==> config.mk <==
export PLATFORM = sky130hd
export DESIGN_NAME = adc_sequencer_control
export DESIGN_NICKNAME = d
export VERILOG_FILES = /design/src/rtl/adc_pkg.sv /design/src/rtl/adc_sequencer_control.sv
export VERILOG_INCLUDE_DIRS = /design/src /design/src/rtl
export SDC_FILE = /design/constraint.sdc
export NUM_CORES = 1
export LEC_CHECK = 0
export BUFFER_PORTS_ARGS = -buffer_cell sky130_fd_sc_hd__buf_2
export CAP_MARGIN = 20
export CORE_ASPECT_RATIO = 1.5
export CORE_MARGIN = 5
export CORE_UTILIZATION = 56
export CTS_CLUSTER_DIAMETER = 150
export DETAILED_ROUTE_END_ITERATION = 12
export GPL_TIMING_DRIVEN = 0
export PLACE_DENSITY_LB_ADDON = 0.3
export RECOVER_POWER = 50
export SYNTH_ARGS = -nofsm -noshare
export SYNTH_HDL_FRONTEND = slang
export SYNTH_SLANG_ARGS = --single-unit
export TNS_END_PERCENT = 10
==> constraint.sdc <==
create_clock -name CLK -period 3.3 [get_ports CLK]
set_input_delay 0.33 -clock CLK [delete_from_list [all_inputs] [get_ports CLK]]
set_output_delay 0.33 -clock CLK [all_outputs]
set_load 0.05 [all_outputs]
==> src/rtl/adc_params.svh <==
`ifndef ADC_PARAMS_SVH
`define ADC_PARAMS_SVH

// Register offsets
`define OFS_CONTROL_ZERO 8'h1f
`define OFS_PORT_CONFIG 8'h9f
`define OFS_RESULT 8'h1e
`define OFS_FLAGS 8'h0c

// Control register zero fields
`define BIT_CLK_SEL_HI 7
`define BIT_CLK_SEL_LO 6
`define BIT_CHAN_HI 5
`define BIT_CHAN_LO 3
`define BIT_GO 2
`define BIT_POWER_ON 0

// Flag register fields
`define BIT_DONE_FLAG 0
`define BIT_IRQ_ENABLE 1

// Reset values
`define RST_CONTROL_ZERO 8'h00
`define RST_PORT_CONFIG 3'h0
`define RST_RESULT 8'h00

// Half bit-period lengths in oscillator cycles for codes 00, 01, 10
`define HALF_TAD_OSC2 6'h01
`define HALF_TAD_OSC8 6'h04
`define HALF_TAD_OSC32 6'h10

// Conversion length and post-conversion wait, in half bit periods
`define CONV_HALVES 5'h13
`define WAIT_HALVES 5'h04
`define FIRST_BIT_HALF 5'h02
`define LAST_BIT_HALF 5'h10

// Conversion clock codes
`define CLK_OSC2 2'h0
`define CLK_OSC8 2'h1
`define CLK_OSC32 2'h2
`define CLK_RC 2'h3

`endif

==> src/rtl/adc_pkg.sv <==
package adc_pkg;

  typedef enum logic [1:0] {
    ST_ACQUIRE = 2'b00,
    ST_CONVERT = 2'b01,
    ST_WAIT = 2'b10
  } seq_state_t;

  typedef logic [7:0] byte_t;

endpackage

==> src/rtl/adc_sequencer_control.sv <==
// Implementation choice: the plain strobed port.
`timescale 1ns/1ps
`include "adc_params.svh"
// Notes on behaviour
// - Result built bit by bit, MSB first, by successive approximation over 8 bits.
// - Reference is supply or reference-capable pin, chosen by port configuration.
// - Conversion continues during sleep only on the internal RC clock.
// - Clock field 00/01/10 gives 2/8/32 oscillator periods; 11 selects RC clock.
// - Three-bit channel field picks one of eight analog inputs.
// - Writing one to go starts conversion; go reads one while busy.
// - At completion load result, clear go, set the done flag.
// - Converter powered and sequenced only while power-on bit is set.
// - Unimplemented bits read zero and ignore writes.
// - Writable control bits clear to zero at reset.
// - Codes 000-011 decode to analog pins and reference as tabled.
// - Code 100 analog on pins 0,1,3; code 101 analog on pins 0,1; codes 11x all digital.
// - Two bit periods pass after a conversion before acquisition restarts.
// - Clearing go mid-conversion aborts without result update, then waits two periods.
// - Each conversion takes nine and a half bit periods.
module adc_sequencer_control
  import adc_pkg::*;
(
  input wire logic CLK,
  input wire logic RST_N,
  input wire logic [7:0] ADDR,
  input wire logic [7:0] WDATA,
  input wire logic WR,
  input wire logic RD,
  output logic [7:0] RDATA,
  input wire logic SLEEP,
  input wire logic RC_OSC,
  input wire logic COMP,
  output logic [7:0] DAC_CODE,
  output logic SAMPLE,
  output logic POWER,
  output logic [2:0] CHANNEL,
  output logic REF_EXTERNAL,
  output logic [7:0] PIN_ANALOG,
  output logic DONE_FLAG,
  output logic IRQ_ENABLE
);

  logic rst_meta;
  logic rst_n;
  logic sleep_meta;
  logic sleep_s;
  logic rc_meta;
  logic rc_s;
  logic rc_prev;
  logic comp_meta;
  logic comp_s;
  logic [1:0] clk_sel;
  logic [2:0] chan_sel;
  logic go;
  logic power_on;
  logic [2:0] port_cfg;
  byte_t result;
  byte_t trial;
  byte_t bit_mask;
  logic done_flag;
  logic irq_en;
  seq_state_t state;
  seq_state_t next_state;
  logic [5:0] div_cnt;
  logic [5:0] div_len;
  logic half_tick;
  logic [4:0] half_cnt;
  logic wr_ctl;
  logic wr_cfg;
  logic wr_res;
  logic wr_flg;
  logic go_start;
  logic go_abort;
  logic conv_end;
  logic wait_end;

  function automatic byte_t analog_mask(input logic [2:0] cfg);
    // Bit order: RA0, RA1, RA2, RA3, RA5, RE0, RE1, RE2
    case (cfg)
      3'h0: analog_mask = 8'hff;
      3'h1: analog_mask = 8'hf7;
      3'h2: analog_mask = 8'h1f;
      3'h3: analog_mask = 8'h17;
      3'h4: analog_mask = 8'h0b;
      3'h5: analog_mask = 8'h03;
      default: analog_mask = 8'h00;
    endcase
  endfunction

  function automatic logic ext_reference(input logic [2:0] cfg);
    case (cfg)
      3'h1, 3'h3, 3'h5: ext_reference = 1'b1;
      default: ext_reference = 1'b0;
    endcase
  endfunction

  // Reset release through two flops
  always_ff @(posedge CLK or negedge RST_N) begin
    if (!RST_N) begin
      rst_meta <= 1'b0;
      rst_n <= 1'b0;
    end else begin
      rst_meta <= 1'b1;
      rst_n <= rst_meta;
    end
  end

  // Pin synchronisers
  always_ff @(posedge CLK or negedge rst_n) begin
    if (!rst_n) begin
      sleep_meta <= 1'b0;
      sleep_s <= 1'b0;
      rc_meta <= 1'b0;
      rc_s <= 1'b0;
      rc_prev <= 1'b0;
      comp_meta <= 1'b0;
      comp_s <= 1'b0;
    end else begin
      sleep_meta <= SLEEP;
      sleep_s <= sleep_meta;
      rc_meta <= RC_OSC;
      rc_s <= rc_meta;
      rc_prev <= rc_s;
      comp_meta <= COMP;
      comp_s <= comp_meta;
    end
  end

  // Register decode
  assign wr_ctl = WR && (ADDR == `OFS_CONTROL_ZERO);
  assign wr_cfg = WR && (ADDR == `OFS_PORT_CONFIG);
  assign wr_res = WR && (ADDR == `OFS_RESULT);
  assign wr_flg = WR && (ADDR == `OFS_FLAGS);

  // Go edges from software
  assign go_start = wr_ctl && WDATA[`BIT_GO] && !go && power_on
                    && (state == ST_ACQUIRE);
  assign go_abort = wr_ctl && !WDATA[`BIT_GO] && go;

  // Conversion clock half-period length
  always_comb begin
    case (clk_sel)
      `CLK_OSC2: div_len = `HALF_TAD_OSC2;
      `CLK_OSC8: div_len = `HALF_TAD_OSC8;
      `CLK_OSC32: div_len = `HALF_TAD_OSC32;
      default: div_len = `HALF_TAD_OSC2;
    endcase
  end

  // Oscillator divider halts in sleep; RC edges keep running
  always_ff @(posedge CLK or negedge rst_n) begin
    if (!rst_n) begin
      div_cnt <= 6'h00;
    end else if (!power_on || state == ST_ACQUIRE || sleep_s) begin
      div_cnt <= 6'h00;
    end else if (div_cnt == div_len - 6'h01) begin
      div_cnt <= 6'h00;
    end else begin
      div_cnt <= div_cnt + 6'h01;
    end
  end

  always_comb begin
    if (!power_on || state == ST_ACQUIRE) begin
      half_tick = 1'b0;
    end else if (clk_sel == `CLK_RC) begin
      half_tick = rc_s ^ rc_prev;
    end else begin
      half_tick = !sleep_s && (div_cnt == div_len - 6'h01);
    end
  end

  assign conv_end = (state == ST_CONVERT) && half_tick
                    && (half_cnt == `CONV_HALVES - 5'h01);
  assign wait_end = (state == ST_WAIT) && half_tick
                    && (half_cnt == `WAIT_HALVES - 5'h01);

  // Sequencer
  always_comb begin
    next_state = state;
    case (state)
      ST_ACQUIRE: begin
        if (go_start) begin
          next_state = ST_CONVERT;
        end
      end
      ST_CONVERT: begin
        if (go_abort || conv_end) begin
          next_state = ST_WAIT;
        end
      end
      ST_WAIT: begin
        if (wait_end) begin
          next_state = ST_ACQUIRE;
        end
      end
      default: next_state = ST_ACQUIRE;
    endcase
  end

  always_ff @(posedge CLK or negedge rst_n) begin
    if (!rst_n) begin
      state <= ST_ACQUIRE;
    end else if (!power_on) begin
      state <= ST_ACQUIRE;
    end else begin
      state <= next_state;
    end
  end

  // Half bit-period counter
  always_ff @(posedge CLK or negedge rst_n) begin
    if (!rst_n) begin
      half_cnt <= 5'h00;
    end else if (state != next_state || !power_on) begin
      half_cnt <= 5'h00;
    end else if (half_tick) begin
      half_cnt <= half_cnt + 5'h01;
    end
  end

  // Successive approximation
  always_ff @(posedge CLK or negedge rst_n) begin
    if (!rst_n) begin
      trial <= 8'h00;
      bit_mask <= 8'h00;
    end else if (go_start) begin
      trial <= 8'h80;
      bit_mask <= 8'h80;
    end else if (state == ST_CONVERT && half_tick && !half_cnt[0]
                 && half_cnt >= `FIRST_BIT_HALF && half_cnt <= `LAST_BIT_HALF) begin
      trial <= (comp_s ? trial : (trial & ~bit_mask)) | (bit_mask >> 1);
      bit_mask <= bit_mask >> 1;
    end
  end

  // Control register zero
  always_ff @(posedge CLK or negedge rst_n) begin
    if (!rst_n) begin
      clk_sel <= 2'h0;
      chan_sel <= 3'h0;
      power_on <= 1'b0;
    end else if (wr_ctl) begin
      clk_sel <= WDATA[`BIT_CLK_SEL_HI:`BIT_CLK_SEL_LO];
      chan_sel <= WDATA[`BIT_CHAN_HI:`BIT_CHAN_LO];
      power_on <= WDATA[`BIT_POWER_ON];
    end
  end

  // Go/done status bit
  always_ff @(posedge CLK or negedge rst_n) begin
    if (!rst_n) begin
      go <= 1'b0;
    end else if (!power_on || go_abort || conv_end) begin
      go <= 1'b0;
    end else if (go_start) begin
      go <= 1'b1;
    end
  end

  // Port configuration
  always_ff @(posedge CLK or negedge rst_n) begin
    if (!rst_n) begin
      port_cfg <= `RST_PORT_CONFIG;
    end else if (wr_cfg) begin
      port_cfg <= WDATA[2:0];
    end
  end

  // Result register, kept on abort
  always_ff @(posedge CLK or negedge rst_n) begin
    if (!rst_n) begin
      result <= `RST_RESULT;
    end else if (conv_end) begin
      result <= trial;
    end else if (wr_res) begin
      result <= WDATA;
    end
  end

  // Done flag and enable; completion beats a software clear
  always_ff @(posedge CLK or negedge rst_n) begin
    if (!rst_n) begin
      done_flag <= 1'b0;
    end else if (conv_end) begin
      done_flag <= 1'b1;
    end else if (wr_flg) begin
      done_flag <= WDATA[`BIT_DONE_FLAG];
    end
  end

  always_ff @(posedge CLK or negedge rst_n) begin
    if (!rst_n) begin
      irq_en <= 1'b0;
    end else if (wr_flg) begin
      irq_en <= WDATA[`BIT_IRQ_ENABLE];
    end
  end

  // Read port, data one cycle after the strobe
  always_ff @(posedge CLK or negedge rst_n) begin
    if (!rst_n) begin
      RDATA <= 8'h00;
    end else if (RD) begin
      case (ADDR)
        `OFS_CONTROL_ZERO: RDATA <= {clk_sel, chan_sel, go, 1'b0, power_on};
        `OFS_PORT_CONFIG: RDATA <= {5'h00, port_cfg};
        `OFS_RESULT: RDATA <= result;
        `OFS_FLAGS: RDATA <= {6'h00, irq_en, done_flag};
        default: RDATA <= 8'h00;
      endcase
    end else begin
      RDATA <= 8'h00;
    end
  end

  // Analog side controls
  always_ff @(posedge CLK or negedge rst_n) begin
    if (!rst_n) begin
      DAC_CODE <= 8'h00;
      SAMPLE <= 1'b0;
      POWER <= 1'b0;
      CHANNEL <= 3'h0;
      REF_EXTERNAL <= 1'b0;
      PIN_ANALOG <= 8'h00;
    end else begin
      DAC_CODE <= trial;
      SAMPLE <= power_on && (next_state == ST_ACQUIRE);
      POWER <= power_on;
      CHANNEL <= chan_sel;
      REF_EXTERNAL <= ext_reference(port_cfg);
      PIN_ANALOG <= analog_mask(port_cfg);
    end
  end

  assign DONE_FLAG = done_flag;
  assign IRQ_ENABLE = irq_en;

endmodule // adc_sequencer_control

======== Yosys cells after proc, flatten, opt, wreduce, memory -nomap -nowiden ========
Cells that the tools add are included.
cells by class
  add/subtract/negate cells ............... 3
  order comparisons ....................... 2
  equal/unequal tests ..................... 18
  mux-type cells .......................... 27
  bitwise gates (word level) .............. 4
  reduce and logical (&&, ||, !) cells .... 39
operators with widths
  operator                                              count
  two-way mux 8 bit                                     8
  case mux 8 bit (6 select lines)                       1
  case mux 8 bit (4 select lines)                       1
  logical AND 1 bit                                     19
  equality test 8 x 5 -> 1 bit (second input constant)  2
  two-way mux 6 bit                                     2
  two-way mux 5 bit                                     2
  case mux 5 bit (2 select lines)                       1
  nonzero test 2 bit                                    5
  AND 8 bit                                             1
  equality test 8 x 4 -> 1 bit (second input constant)  1
  equality test 8 bit (second input constant)           1
  two-way mux 2 bit                                     4
  NOT 8 bit                                             1
  OR 8 x 7 -> 8 bit                                     1
  two-way mux 1 bit                                     7
  adder 6 x 1 -> 6 bit (second input constant)          1
  equality test 2 bit (second input constant)           3
  equality test 3 x 2 -> 1 bit (second input constant)  2
  equality test 3 bit (second input constant)           2
  equality test 6 bit                                   1
  logical OR 1 bit                                      6
  case mux 2 bit (3 select lines)                       1
  subtractor 6 x 1 -> 6 bit (second input constant)     1
  other kinds (13)                                      19
word-level totals
  bits in registers ....................... 88
  word-level logic and storage cells ...... 122

======== Depth between registers and ports, before layout ========
Gate-level depths: netlist of the first run.
  depth in word-level cells ............... 15
  depth in mapped cells ................... 11
  depth with buffers taken out ............ 8

======== Worst setup path after synthesis of the first run ========
Ideal clock, no wire load.
  path kind ............................... reg2reg
  start ................................... reg clk_sel[0]
  end ..................................... reg trial[7]
  library setup time ...................... 0.132 ns
  arrival time ............................ 2.049 ns
  data required time ...................... 3.168 ns
  setup slack ............................. 1.119 ns
  stages on the path, launching flop included .. 10
  buffers on the path ..................... 1
  clock period less this slack ............ 2.181 ns
  cell sequence ........................... dfrtp_1 > inv_1 > ha_1 > or3b_2 > a21oi_4 > a32o_2 > and2_1 > buf_6 > and4b_1 > a21oi_1
between the ends
  word-level cells in the longest chain between the ends .. 12
  elaborated cells on any way between the ends .. 14
  those cells by class .................... add/sub (1); eq/ne (4); mux (3); reduce/logical (6)
RTL lines
  element                                                                     line                          source
  start: declaration                                                          adc_sequencer_control.sv:52   logic [1:0] clk_sel;
  start signal: assignment                                                    adc_sequencer_control.sv:244  clk_sel <= WDATA[`BIT_CLK_SEL_HI:`BIT_CLK_SEL_LO];
  equality test 2 bit / equality test 2 x 1 -> 1 bit (equally long branches)  adc_sequencer_control.sv:142  case (clk_sel)
  case mux 5 bit (2 select lines)                                             adc_sequencer_control.sv:142
  subtractor 6 x 1 -> 6 bit                                                   adc_sequencer_control.sv:169  half_tick = !sleep_s && (div_cnt == div_len - 6'h01);
  equality test 6 bit                                                         adc_sequencer_control.sv:169
  logical AND 1 bit                                                           adc_sequencer_control.sv:169
  two-way mux 1 bit *                                                         adc_sequencer_control.sv:166  end else if (clk_sel == `CLK_RC) begin
  two-way mux 1 bit *                                                         adc_sequencer_control.sv:164  if (!power_on || state == ST_ACQUIRE) begin
  logical AND 1 bit * (2 in series)                                           adc_sequencer_control.sv:230  end else if (state == ST_CONVERT && half_tick && !half_cnt[0]
  logical AND 1 bit (no line) * (2 in series)                                 n/a
  nonzero test 2 bit (no line) *                                              n/a
  end signal: assignment                                                      adc_sequencer_control.sv:232  trial <= (comp_s ? trial : (trial & ~bit_mask)) | (bit_mask >> 1);
  end: declaration                                                            adc_sequencer_control.sv:58   byte_t trial;
Every way passes the cells marked *; elsewhere a longest branch is shown, timed or not.
A chain may end at the register's enable or synchronous reset.

======== Final worst setup path of the first run ========
  start ................................... reg clk_sel[1]
  end ..................................... reg go
between the ends
  word-level cells in the longest chain between the ends .. 11
  elaborated cells on any way between the ends .. 14
  those cells by class .................... add/sub (1); eq/ne (4); mux (4); reduce/logical (5)
RTL lines
  element                                                                     line                          source
  equality test 2 bit / equality test 2 x 1 -> 1 bit (equally long branches)  adc_sequencer_control.sv:142
  case mux 5 bit (2 select lines)                                             adc_sequencer_control.sv:142
  subtractor 6 x 1 -> 6 bit                                                   adc_sequencer_control.sv:169
  equality test 6 bit                                                         adc_sequencer_control.sv:169
  logical AND 1 bit                                                           adc_sequencer_control.sv:169
  two-way mux 1 bit *                                                         adc_sequencer_control.sv:166
  two-way mux 1 bit *                                                         adc_sequencer_control.sv:164
  logical AND 1 bit * (2 in series)                                           adc_sequencer_control.sv:173  assign conv_end = (state == ST_CONVERT) && half_tick
  logical OR 1 bit *                                                          adc_sequencer_control.sv:254  end else if (!power_on || go_abort || conv_end) begin
  two-way mux 1 bit / nonzero test 2 bit (equally long branches)              n/a
  end signal: assignment                                                      adc_sequencer_control.sv:253  go <= 1'b0;
  end signal: assignment                                                      adc_sequencer_control.sv:255  go <= 1'b0;
  end signal: assignment                                                      adc_sequencer_control.sv:257  go <= 1'b1;
  end: declaration                                                            adc_sequencer_control.sv:54   logic go;
Marks and branches as above.

==> metrics.md, run 1 <==
| Metric | Value |
|---|---|
| Slowest CP cell | or3b_2 |
| Final Power | 1.933 mW |
| Pin count of the biggest net entering global routing | 47 |
| DP HPWL | 4971 µm |
| Drt drc | 0 |
| Final Skew | 0.007125 ns |
| Max frequency | 412.0 MHz |
| Worst-Skew Late Latency | 0.36 ns |
| Total number of vias | 2528 |
| Unrepaired setup endpoints after global routing | no |
| I/O pins | 55 |
| Post-Synth XOR/XNOR Area | 0.02407 |
| # fillers | 497 |
| Clock share of power | 0.376 |
| RR Startpoint | clk_sel[1] |
| Crit Path Class | reg -> reg |
| Routed vias/inst | 5.496 |
| DRT Pass-1 Iters | 4 |
| CP cell instances | ha_1, or3b_2, a21oi_4, nand3_2, a21oi_4, nor2b_1, and3_1 |
| Worst Tran Pin Value | 1.433 ns |
| CTS Buf Count | 9 |
| Num rows | 36 |
| Outcome | completed |
| Fin nets | 410 |
| Worst path max stage delay | 0.48 ns |
| Top post-synthesis cells by area | dfrtp_1 58%, mux2i_1 4.1%, nand2_1 3.6% |
| Part of the power in registers | 0.556 |
| Remaining antenna violation count after routing | 0 |
| Post-Layout Cell Count | 460 |
| Multi-input gate area | 1409 µm² |
| Hold EP | rc_meta |
| Area Overhead vs Synth | 15.47% |
| Top cell type's share of synthesized area | 0.5777 |
| Wire per inst | 15.22 µm |
| Layout cell share with drive strength beyond 1 | 0.2604 |
| Rel. slew slack | 0.04468 |
| Core Util, Final | 0.6569 |
| Place WS | 0.8853 ns |
| Flops & latches, synth | 84 |
| Post-synth cell types | 54 |
| All-Layer GR Usage | 0.1863 |
| Worst R2R Setup Slack | 0.87 ns |
| Async SR Flop Fraction | 1.000 |
| Pleak | 1.955 nW |
| Clock Tree Buf Depth | 2 |
| Endpoints failing hold | 0 |
| ANT cells | 0 |
| YS warnings | 0 |
| Die area | 8243 µm² |
| Gr ovfl total | 0 |
| Core area | 6396 µm² |
| Antenna violations before repair | 0 |
| Die Y | 108.7 µm |
| Synth Area in Adders | 0.02063 |
| CP Max Fanout | 10 |
| Seq/Total Area, Yosys | 0.5777 |
| TNS Setup | 0 ns |
| WP buf/inv | 0 |
| Main combinational cell family by area after synthesis | simple AND/OR/NAND/NOR gates |
| Final Max Tran Viols | 0 |
| Starting DRT DRC Count | 183 |
| Top Family by Delay on Critical Path | simple AND/OR/NAND/NOR gates |
| I/O Buffers | 53 |
| Max-Cap Viols | 0 |
| Die X | 75.82 µm |
| Crit. End Element | register |
| First-pass GRT wire length | 11490 µm |
| Switching Power | 0.4541 mW |
| Vias in the first global route | 2508 |
| Sw Ratio | 0.2350 |
| Initial Util | 0.5689 |
| Mux contribution to synthesized area | 0.07600 |
| Global placer's final weighted congestion | 0.8771 |
| Cell Area, Synth | 3638 µm² |
| P_int | 1.478 mW |
| Placed Cells | 445 |
| Simple-gate area share of the yosys netlist | 0.1847 |
| Post-synth EDFFs | 0 |
| Setup crit start kind | register |
| Share of the synthesized area in compound gates (AO/OA/AOI/OAI) | 0.08081 |
| Resized Gates After CTS | 0 |
| Root buf cell | clkbuf_8 |
| Tmin final | 2.427 ns |
| Post-Route WL | 6999 µm |
| Ys flop type | dfrtp_1 |
| HP Start | RC_OSC |
| Mapped Nets | 344 |
| CTS tree | done |
| Top cell by count, worst path | a21oi_4 |
| Hold_buf cts | 1 |
| Leading area contributor after synthesis | dfrtp_1 |
| Hold Crit Class | in -> reg |
| Worst Hold Depth | 1 |
| H-tree depth | 3 |
| Sequential cell area | 2102 µm² |
| Sinks on Clock Net | 84 |
| Final Worst Setup Slack | 0.8728 ns |
| Final setup vio count | 0 |
| Clk slew on worst S/H paths | 0.07 ns |
| PwrDens | 460.0 nW/µm² |
| Arr. time, crit path | 2.67 ns |
| Post-synthesis cell count | 315 |
| Mean post-synth cell area | 11.55 µm² |
| CP required | 3.55 ns |
| Reg2reg end | go |
| Worst reg-to-reg path cell count | 7 |
| Setup repair bufs after CTS | 0 |
| Comb pwr share | 0.069 |
| Final Cycle Share | 0.7355 |
| Peak VDD IR | 0.0003013 V |
## synthesized netlist by cell type, types with 3 or more instances
cell type	count
a21oi_1	6
and2_1	3
and3_1	3
buf_4	4
clkbuf_1	4
dfrtp_1	84
ha_1	6
inv_1	7
mux2_2	10
mux2i_1	15
nand2_1	35
nand2b_1	3
nand3_1	22
nand4b_1	7
nor2_1	22
nor2b_1	3
nor3_1	10
o21ai_0	4
o21ai_1	14
xnor2_1	5
xor2_1	5
## logic make-up (layout without fill, tap and decap cells)
kind of cell / after synthesis / count (layout)
AO/OA/AOI/OAI: 41 / 41
XOR/XNOR: 10 / 10
adder cells (fa/ha/maj): 6 / 6
buffers and inverters: 21 / 90
flip-flops: 84 / 84
multiplexers: 26 / 26
other: 1 / 1
AND/OR/NAND/NOR: 126 / 126
## how the worst max path moves through the flow
stage / start / endpoint / slack, ns / cells past startpoint
5_1_grt: rst_n / DAC_CODE[0] / 0.38 / 1
2_1_floorplan: rst_n / CHANNEL[0] / 0.79 / 0
4_1_cts: clk_sel[0] / result[4] / 0.86 / 9
3_3_place_gp: rst_n / CHANNEL[2] / 0.02 / 0
6_report: clk_sel[1] / go / 0.87 / 7
3_5_place_dp: clk_sel[0] / result[4] / 0.89 / 9
## per-layer routing
| metal | global-route usage | vias to the layer above | wire, µm |
|---|---|---|---|
| met4 | 0.08875 | 0 | 159 |
| met2 | 0.2935 | 70 | 3504 |
| met5 | 0 | - | 0 |
| li1 | - | 1223 | - |
| met3 | 0.04797 | 11 | 494 |
| met1 | 0.2352 | 1224 | 2841 |
## through the flow
step | area (µm²) | hold slack (ns)
after floorplan | 3638 | 0.03441
after global placement | 3999 | 0.1157
after detailed placement | 4023 | 0.1198
after CTS | 4223 | 0.06047
after global routing | 4202 | 0.05995
final | 4202 | 0.07944
## state kept, by name (all words and copies together) (netlist names), 4 cells and up
register / count
half_cnt: 5
RDATA: 8
result: 8
bit_mask: 8
PIN_ANALOG: 4
div_cnt: 6
trial: 8
DAC_CODE: 8
## power by group through the flow
stage                     logic [mW]  clock network (mW)  registers, mW
after CTS                      0.137               0.740           1.08
after floorplan               0.0596                   0           1.12
after global placement         0.120                   0           1.10
after detailed placement       0.136                   0           1.10
after global routing           0.145               0.778           1.08
final                          0.133               0.726           1.07
## placed cells by master (no fill, tap or decap), drive strengths merged, types with 3 or more instances in the layout
cell type / Yosys / final
xor2: 5 / 5
xnor2: 5 / 5
nand2b: 3 / 3
inv: 7 / 7
mux2: 10 / 10
dfrtp: 84 / 84
and3: 3 / 3
nor2: 22 / 22
ha: 6 / 6
and2: 3 / 3
mux2i: 16 / 16
nor2b: 3 / 3
buf: 9 / 59
nand4b: 7 / 7
a21oi: 8 / 8
o21ai: 20 / 20
nand2: 39 / 39
clkbuf: 5 / 21
nor3: 10 / 10
nand3: 23 / 23
## area by class of cell
cell class / instances / area share
Buffer: 14 / 0.02412
Timing Repair Buffer: 55 / 0.06611
Clock inverter: 2 / 0.008338
Clock buffer: 12 / 0.03693
Inverter: 7 / 0.006254
Sequential cell: 84 / 0.5003
Tap cell: 76 / 0.02263
Multi-Input combinational cell: 210 / 0.3353
Note: power is estimated with default switching activity, not from simulation.
==> run 2, diff against run 1 <==
--- a/config.mk
+++ b/config.mk
@@ -6,11 +6,12 @@
 export SDC_FILE = /design/constraint.sdc
 export NUM_CORES = 1
 export LEC_CHECK = 0
+export ABC_AREA = 1
 export BUFFER_PORTS_ARGS = -buffer_cell sky130_fd_sc_hd__buf_2
 export CAP_MARGIN = 20
 export CORE_ASPECT_RATIO = 1.5
 export CORE_MARGIN = 5
-export CORE_UTILIZATION = 56
+export CORE_UTILIZATION = 51
 export CTS_CLUSTER_DIAMETER = 150
 export DETAILED_ROUTE_END_ITERATION = 12
 export GPL_TIMING_DRIVEN = 0
==> constraint.sdc (replaced) <==
create_clock -name CLK -period 1.9 [get_ports CLK]
set_input_delay 0.19 -clock CLK [delete_from_list [all_inputs] [get_ports CLK]]
set_output_delay 0.19 -clock CLK [all_outputs]
set_load 0.05 [all_outputs]
==> run 2 against run 1 <==
The run now ends with negative setup slack left. Critical path depth rose by 5. Final cell count rose by 18%. Global-route usage rose by 0.63 points. Largest cell class unchanged. Clock skew rose by 0.0099 ns. Setup slack got worse by 0.94 ns. Die area rose by 8.4%. First-iteration DRC count rose by 11%.
==> metrics.md, run 2 <==
| Metric | Value |
|---|---|
| Outcome | complete, but fails checks |
| Failing checks | negative setup slack |
| Unrepaired setup endpoints after global routing | yes |
| Placed Cells | 514 (+16%) |
| Arr. time, crit path | 2.20 ns (-0.47 ns) |
| Worst-Skew Late Latency | 0.37 ns (about the same) |
| I/O pins | 55 (unchanged) |
| Max frequency | 508.4 MHz (+23%) |
| Top cell type's share of synthesized area | 0.5791 (+0.001394) |
| Top Family by Delay on Critical Path | simple AND/OR/NAND/NOR gates |
| Wire per inst | 14.38 µm (-5.5%) |
| PwrDens | 786.3 nW/µm² (+71%) |
| Total number of vias | 2849 (+13%) |
| Remaining antenna violation count after routing | 0 (unchanged) |
| Slowest CP cell | dfrtp_1 |
| Rel. slew slack | 0.4837 (+0.4390) |
| CP Max Fanout | 7 (-3) |
| CP required | 2.14 ns (-1.41 ns) |
| Met3 usage | 0.04936 (+0.001393) |
| CTS Buf Count | 9 (unchanged) |
| Pleak | 2.160 nW (+10%) |
| Final Worst Setup Slack | -0.06714 ns (-0.9399 ns) |
| Crit. End Element | register |
| Num rows | 37 (+2.8%) |
| Post-synth cell types | 37 (-31%) |
| I/O Buffers | 53 (unchanged) |
| Peak VDD IR | 0.0004695 V (+56%) |
| Leading area contributor after synthesis | dfrtp_1 |
| Highest-count cells in the layout ignoring fill and taps | 84 x dfrtp_1, 70 x nand2_1, 53 x buf_2, 46 x inv_1, 36 x nor2_1 |
| Endpoints failing hold | 0 (unchanged) |
| Tmin final | 1.967 ns (-0.4601 ns) |
| Initial Util | 0.5262 (-0.04265) |
| All-Layer GR Usage | 0.1926 (+0.006289) |
| Most common cell after layout, fill and taps aside | dfrtp_1 |
| Mapped Nets | 411 (+19%) |
| Die Y | 113.3 µm (+4.2%) |
| ANT cells | 0 (unchanged) |
| Final Skew | 0.01701 ns (+0.009885 ns) |
| Final Max Tran Viols | 0 (unchanged) |
| Pin count of the biggest net entering global routing | 63 (+34%) |
| Gr ovfl total | 0 (unchanged) |
| Core area | 6898 µm² (+7.8%) |
| Max-Cap Viols | 0 (unchanged) |
| Routed vias/inst | 5.228 (-4.9%) |
| WP buf/inv | 3 (+3) |
| Post-synth EDFFs | 0 (unchanged) |
| Post-synthesis cell count | 382 (+21%) |
| Die area | 8939 µm² (+8.4%) |
| Setup crit start kind | register |
| Die X | 78.88 µm (+4.0%) |
| Post-Route WL | 7839 µm (+12%) |
| M1 GR Usage | 0.2169 (-0.01822) |
| Global placer's final weighted congestion | 0.8341 (-4.9%) |
| Root buf cell | clkbuf_8 |
| Async SR Flop Fraction | 1.000 (unchanged) |
| First-pass GRT wire length | 13390 µm (+17%) |
| DP HPWL | 5535 µm (+11%) |
| Worst Tran Pin Value | 0.7685 ns (-0.6645 ns) |
| Hold Crit Class | in -> reg |
| CTS tree | done |
| Antenna violations before repair | 0 (unchanged) |
| Clock Tree Buf Depth | 2 (unchanged) |
| Fin nets | 492 (+20%) |
| Worst path max stage delay | 0.42 ns (-0.06 ns) |
| DRT Pass-1 Iters | 4 (unchanged) |
| Fin area | 4452 µm² (+6.0%) |
| Mean post-synth cell area | 9.502 µm² (-18%) |
| Place WS | -0.2150 ns (-1.100 ns) |
| Gr busiest metal | met2 |
| Drt drc | 0 (unchanged) |
| Cell area after placement | 4024 µm² (about the same) |
| Area Overhead vs Synth | 22.65% |
| Vias in the first global route | 2924 (+17%) |
| Cell Area, Synth | 3630 µm² (-0.24%) |
| Crit Path Class | reg -> reg |
| Met2 Resource Use GR | 0.3420 (+0.04853) |
| Clk slew on worst S/H paths | 0.09 ns (+0.02 ns) |
| YS warnings | 0 (unchanged) |
| Top cells by count, synth | 84 x dfrtp_1, 76 x nand2_1, 49 x inv_1, 38 x nor2_1, 24 x nand3_1 |
| Layout cell share with drive strength beyond 1 | 0.2677 (+0.007249) |
| Sinks on Clock Net | 84 (unchanged) |
| Seq/Total Area, Yosys | 0.5791 (+0.001394) |
| Most frequent cell after synthesis | dfrtp_1 |
| Top post-synthesis cells by area | dfrtp_1 58%, nand2_1 7.9%, inv_1 5.1% |
| H-tree depth | 3 (unchanged) |
| Final setup vio count | 22 (+22) |
| Final Power | 3.501 mW (+81%) |
| Flops & latches, synth | 84 (unchanged) |
| TNS Setup | -0.7340 ns (-0.7340 ns) |
| Core Util, Final | 0.6454 (-0.01150) |
| Hold Slack | 0.07155 ns (-0.007889 ns) |
| Starting DRT DRC Count | 203 (+11%) |
| Final Cycle Share | 1.035 (+0.2998) |
| Ys flop type | dfrtp_1 |
| CP cell instances | ha_1, inv_2, nand2_1, nand2_1, nor2_2, nand4_1, nand2_2, nand4_1, buf_6, buf_6, nand3_2, o211ai_1 |
| Post-Layout Cell Count | 545 (+18%) |
-- run 2: final timing paths --
kind / startpoint / endpoint / slack, ns / cells past startpoint
max: clk_sel[1] / result[3] / -0.07 / 12
min reg2reg: rst_n / state[0] / 0.34 / 0
max in group asynchronous: rst_n / trial[6] / 0.32 / 1
min: RD / RDATA[1] / 0.07 / 3
max reg2reg: clk_sel[1] / result[3] / -0.07 / 12
min in group asynchronous: RST_N / rst_meta / 0.12 / 2
-- run 2: worst register-to-register path: stages, from the launching register on --
cell and delay, ns:
dfrtp_1 0.42, ha_1 0.30, inv_2 0.04, nand2_1 0.05
nand2_1 0.05, nor2_2 0.09, nand4_1 0.14, nand2_2 0.14
nand4_1 0.14, buf_6 0.18, buf_6 0.13, nand3_2 0.05
o211ai_1 0.10
-- run 2: what timing repair did --
item	4_1_cts	5_1_grt
endpoints found under the setup margin	30	32
gates resized for setup	27	15
setup buffers	9	1
cloned	2	0
pin swaps	11	8
hold buffers	4	0
hold endpoints to repair	5	0
-- run 2: layout make-up --
cell class / instances / area [µm²]
Tap cell: 78 / 97.59
Sequential cell: 84 / 2102
Fill cell: 562 / 2446
Buffer: 8 / 68.82
Multi-Input combinational cell: 236 / 1328
Inverter: 54 / 219.0
Clock inverter: 4 / 73.82
Clock buffer: 11 / 141.4
Timing Repair Buffer: 70 / 421.7
-- run 2: logic make-up after synthesis --
family | synth area share
AND/OR/NAND/NOR | 0.2117
other | 0.001033
multiplexers | 0.01241
adder cells (fa/ha/maj) | 0.02068
flip-flops | 0.5791
XOR/XNOR | 0.01448
buffers and inverters | 0.07239
AO/OA/AOI/OAI | 0.08825
-- run 2: layer usage --
layer / part of all wire / wire (µm)
met5: 0 / 0
met4: 0.025 / 194
met3: 0.044 / 346
met2: 0.54 / 4247
met1: 0.39 / 3050
-- run 2: power breakdown --
group / leakage [nW] / internal (mW) / switching [mW]
Clock: 0.109 / 0.769 / 0.617
Sequential: 1.02 / 1.83 / 0.0344
Combinational: 1.03 / 0.0805 / 0.168
==> run 3, diff against run 2 <==
--- a/config.mk
+++ b/config.mk
@@ -8,10 +8,11 @@
 export LEC_CHECK = 0
 export ABC_AREA = 1
 export BUFFER_PORTS_ARGS = -buffer_cell sky130_fd_sc_hd__buf_2
-export CAP_MARGIN = 20
+export CELL_PAD_IN_SITES_DETAIL_PLACEMENT = 1
+export CELL_PAD_IN_SITES_GLOBAL_PLACEMENT = 2
 export CORE_ASPECT_RATIO = 1.5
 export CORE_MARGIN = 5
-export CORE_UTILIZATION = 51
+export CORE_UTILIZATION = 31
 export CTS_CLUSTER_DIAMETER = 150
 export DETAILED_ROUTE_END_ITERATION = 12
 export GPL_TIMING_DRIVEN = 0
==> run 3 against run 2 <==
The flow still finishes with violations (negative setup slack). Critical path depth unchanged. Global-route usage down 5.2 points. Wire length up 17%. First-iteration DRC count down 57%. Register-to-register slack worse by 0.04 ns.
==> metrics.md, run 3 (synthesized netlist as in run 2, its figures left out) <==
| Metric | Value |
|---|---|
| Global placer's final weighted congestion | 0.7150 (-14%) |
| CTS tree | done |
| Worst-Skew Late Latency | 0.34 ns (-0.03 ns) |
| Remaining antenna violation count after routing | 0 (unchanged) |
| Tmin final | 2.003 ns (+0.03617 ns) |
| Most common cell after layout, fill and taps aside | dfrtp_1 |
| Area Overhead vs Synth | 28.44% |
| Pleak | 2.230 nW (+3.2%) |
| Root buf cell | clkbuf_16 |
| Final setup vio count | 28 (+27%) |
| Comb pwr share | 0.065 (-0.006) |
| Layout cell share with drive strength beyond 1 | 0.2548 (-0.01289) |
| Max frequency | 499.2 MHz (-1.8%) |
| Highest-count cells in the layout ignoring fill and taps | 84 x dfrtp_1, 73 x nand2_1, 53 x buf_2, 46 x inv_1, 37 x nor2_1 |
| Placed Cells | 586 (+14%) |
| Starting DRT DRC Count | 88 (-57%) |
| Rel. slew slack | 0.4136 (-0.07016) |
| Unrepaired setup endpoints after global routing | yes |
| Final Cycle Share | 1.054 (+0.01904) |
| ANT cells | 0 (unchanged) |
| Metal-1 WL | 3679 µm (+21%) |
| Place WS | -0.2932 ns (-0.07824 ns) |
| Max-Cap Viols | 0 (unchanged) |
| Hold Crit Class | in -> reg |
| Initial Util | 0.3164 (-0.2098) |
| Clock Tree Buf Depth | 2 (unchanged) |
| Slowest CP cell | dfrtp_1 |
| Peak VDD IR | 0.0004240 V (-9.7%) |
| P_int | 3.036 mW (+13%) |
| First-pass GRT wire length | 15650 µm (+17%) |
| PwrDens | 837.4 nW/µm² (+6.5%) |
| Total number of vias | 2880 (+1.1%) |
| TNS Setup | -1.520 ns (-0.7860 ns) |
| Top Family by Delay on Critical Path | simple AND/OR/NAND/NOR gates |
| Arr. time, crit path | 2.22 ns (+0.02 ns) |
| Fin nets | 496 (+0.81%) |
| All-Layer GR Usage | 0.1409 (-0.05167) |
| Vias in the first global route | 3145 (+7.6%) |
| Die X | 98.35 µm (+25%) |
| Met3 routed WL | 321 µm (-7.2%) |
| Die Y | 142.5 µm (+26%) |
| Sinks on Clock Net | 84 (unchanged) |
| Worst Tran Pin Value | 0.8730 ns (+0.1044 ns) |
| Outcome | complete, but fails checks |
| CP cell instances | ha_4, inv_2, nand2_1, nand2_1, nor2_2, nand4_1, nand2_2, nand4_1, buf_6, buf_4, nand3_1, o211ai_1 |
| Antenna violations before repair | 0 (unchanged) |
| Drt drc | 0 (unchanged) |
| Setup crit start kind | register |
| Crit Path Class | reg -> reg |
| Post-Layout Cell Count | 621 (+14%) |
| WP buf/inv | 3 (unchanged) |
| Num rows | 48 (+30%) |
| Gr ovfl total | 0 (unchanged) |
| CP required | 2.12 ns (-0.02 ns) |
| DRT Pass-1 Iters | 5 (+1) |
| Failing checks | negative setup slack |
| Routed vias/inst | 4.638 (-11%) |
| Core area | 11470 µm² (+66%) |
| H-tree depth | 3 (unchanged) |
| Wire per inst | 14.83 µm (+3.1%) |
| I/O pins | 55 (unchanged) |
| Crit. End Element | register |
| Die area | 14020 µm² (+57%) |
| Post-Route WL | 9209 µm (+17%) |
| I/O Buffers | 53 (unchanged) |
| CTS Buf Count | 9 (unchanged) |
| Sw Ratio | 0.2222 (-0.01183) |
| Top Metal Used | met4 |
| Routed length on met2 | 5056 µm (+19%) |
| Final Max Tran Viols | 0 (unchanged) |
| DP HPWL | 6595 µm (+19%) |
| Switching Power | 0.8675 mW (+5.9%) |
| Clk slew on worst S/H paths | 0.06 ns (-0.03 ns) |
| CP Max Fanout | 6 (-1) |
| Part of the power in registers | 0.479 (-0.054) |
| Worst path max stage delay | 0.44 ns (+0.02 ns) |
| Endpoints failing hold | 0 (unchanged) |
| Final Skew | 0.004210 ns (-0.01280 ns) |
| Final Worst Setup Slack | -0.1033 ns (-0.03618 ns) |
| Clock share of power | 0.456 (+0.060) |
| Pin count of the biggest net entering global routing | 67 (+6.3%) |
==> run 3: through the flow <==
step	utilization	power [mW]	area, µm²	hold WS [ns]
floorplan	-	2.049	3631	-0.1056
CTS	0.4009	3.967	4598	0.1003
finish	0.4064	3.904	4662	0.09996
global route	0.4064	4.075	4662	0.1128
global placement	0.3560	2.128	4084	-0.02460
detailed placement	0.3586	2.143	4114	-0.02318
==> run 3: routing by layer <==
| metal | up-vias | global-route usage |
|---|---|---|
| li1 | 1404 | - |
| met1 | 1419 | 0.1579 |
| met2 | 45 | 0.2592 |
| met3 | 12 | 0.03482 |
| met4 | 0 | 0.04748 |
| met5 | - | 0 |
==> run 3: cell type report <==
cell class | instances | area, µm²
buffer | 8 | 72.57
clock buffer | 14 | 274.0
clock inverter | 1 | 30.03
fill | 1361 | 6809
inverter | 54 | 219.0
multi-input combinational | 236 | 1324
sequential | 84 | 2102
tap | 150 | 187.7
timing repair buffer | 74 | 452.9
==> run 3: worst min-delay path: stages <==
cell	delay [ns]
buf_2	0.12
nand2_1	0.06
inv_1	0.04
==> run 3: final timing paths <==
path | start | to | slack (ns) | depth (start not counted)
worst min-delay path | RD | RDATA[1] | 0.1 | 3
min in group asynchronous | RST_N | rst_meta | 0.17 | 2
worst max register to register | clk_sel[1] | result[4] | -0.10 | 12
worst max-delay path | clk_sel[1] | result[4] | -0.10 | 12
worst min register to register | rst_n | result[3] | 0.28 | 0
max in group asynchronous | rst_n | rc_s | 0.30 | 1
==> run 3: what timing repair did <==
item | CTS | global route
pin swaps | 2 | 6
endpoints found under the hold margin | 5 | 0
resized for setup | 24 | 6
setup endpoints to repair | 31 | 33
cloned | 1 | 1
buffers inserted | 10 | 4
hold buffers | 4 | 0
==> run 3: power groups by stage <==
stage          clock, mW  sequential, mW  combinational (mW)
2_1_floorplan          0            1.96              0.0896
3_3_place_gp           0            1.93               0.200
3_5_place_dp           0            1.90               0.239
4_1_cts             1.84            1.87               0.257
5_1_grt             1.92            1.88               0.282
6_report            1.78            1.87               0.254
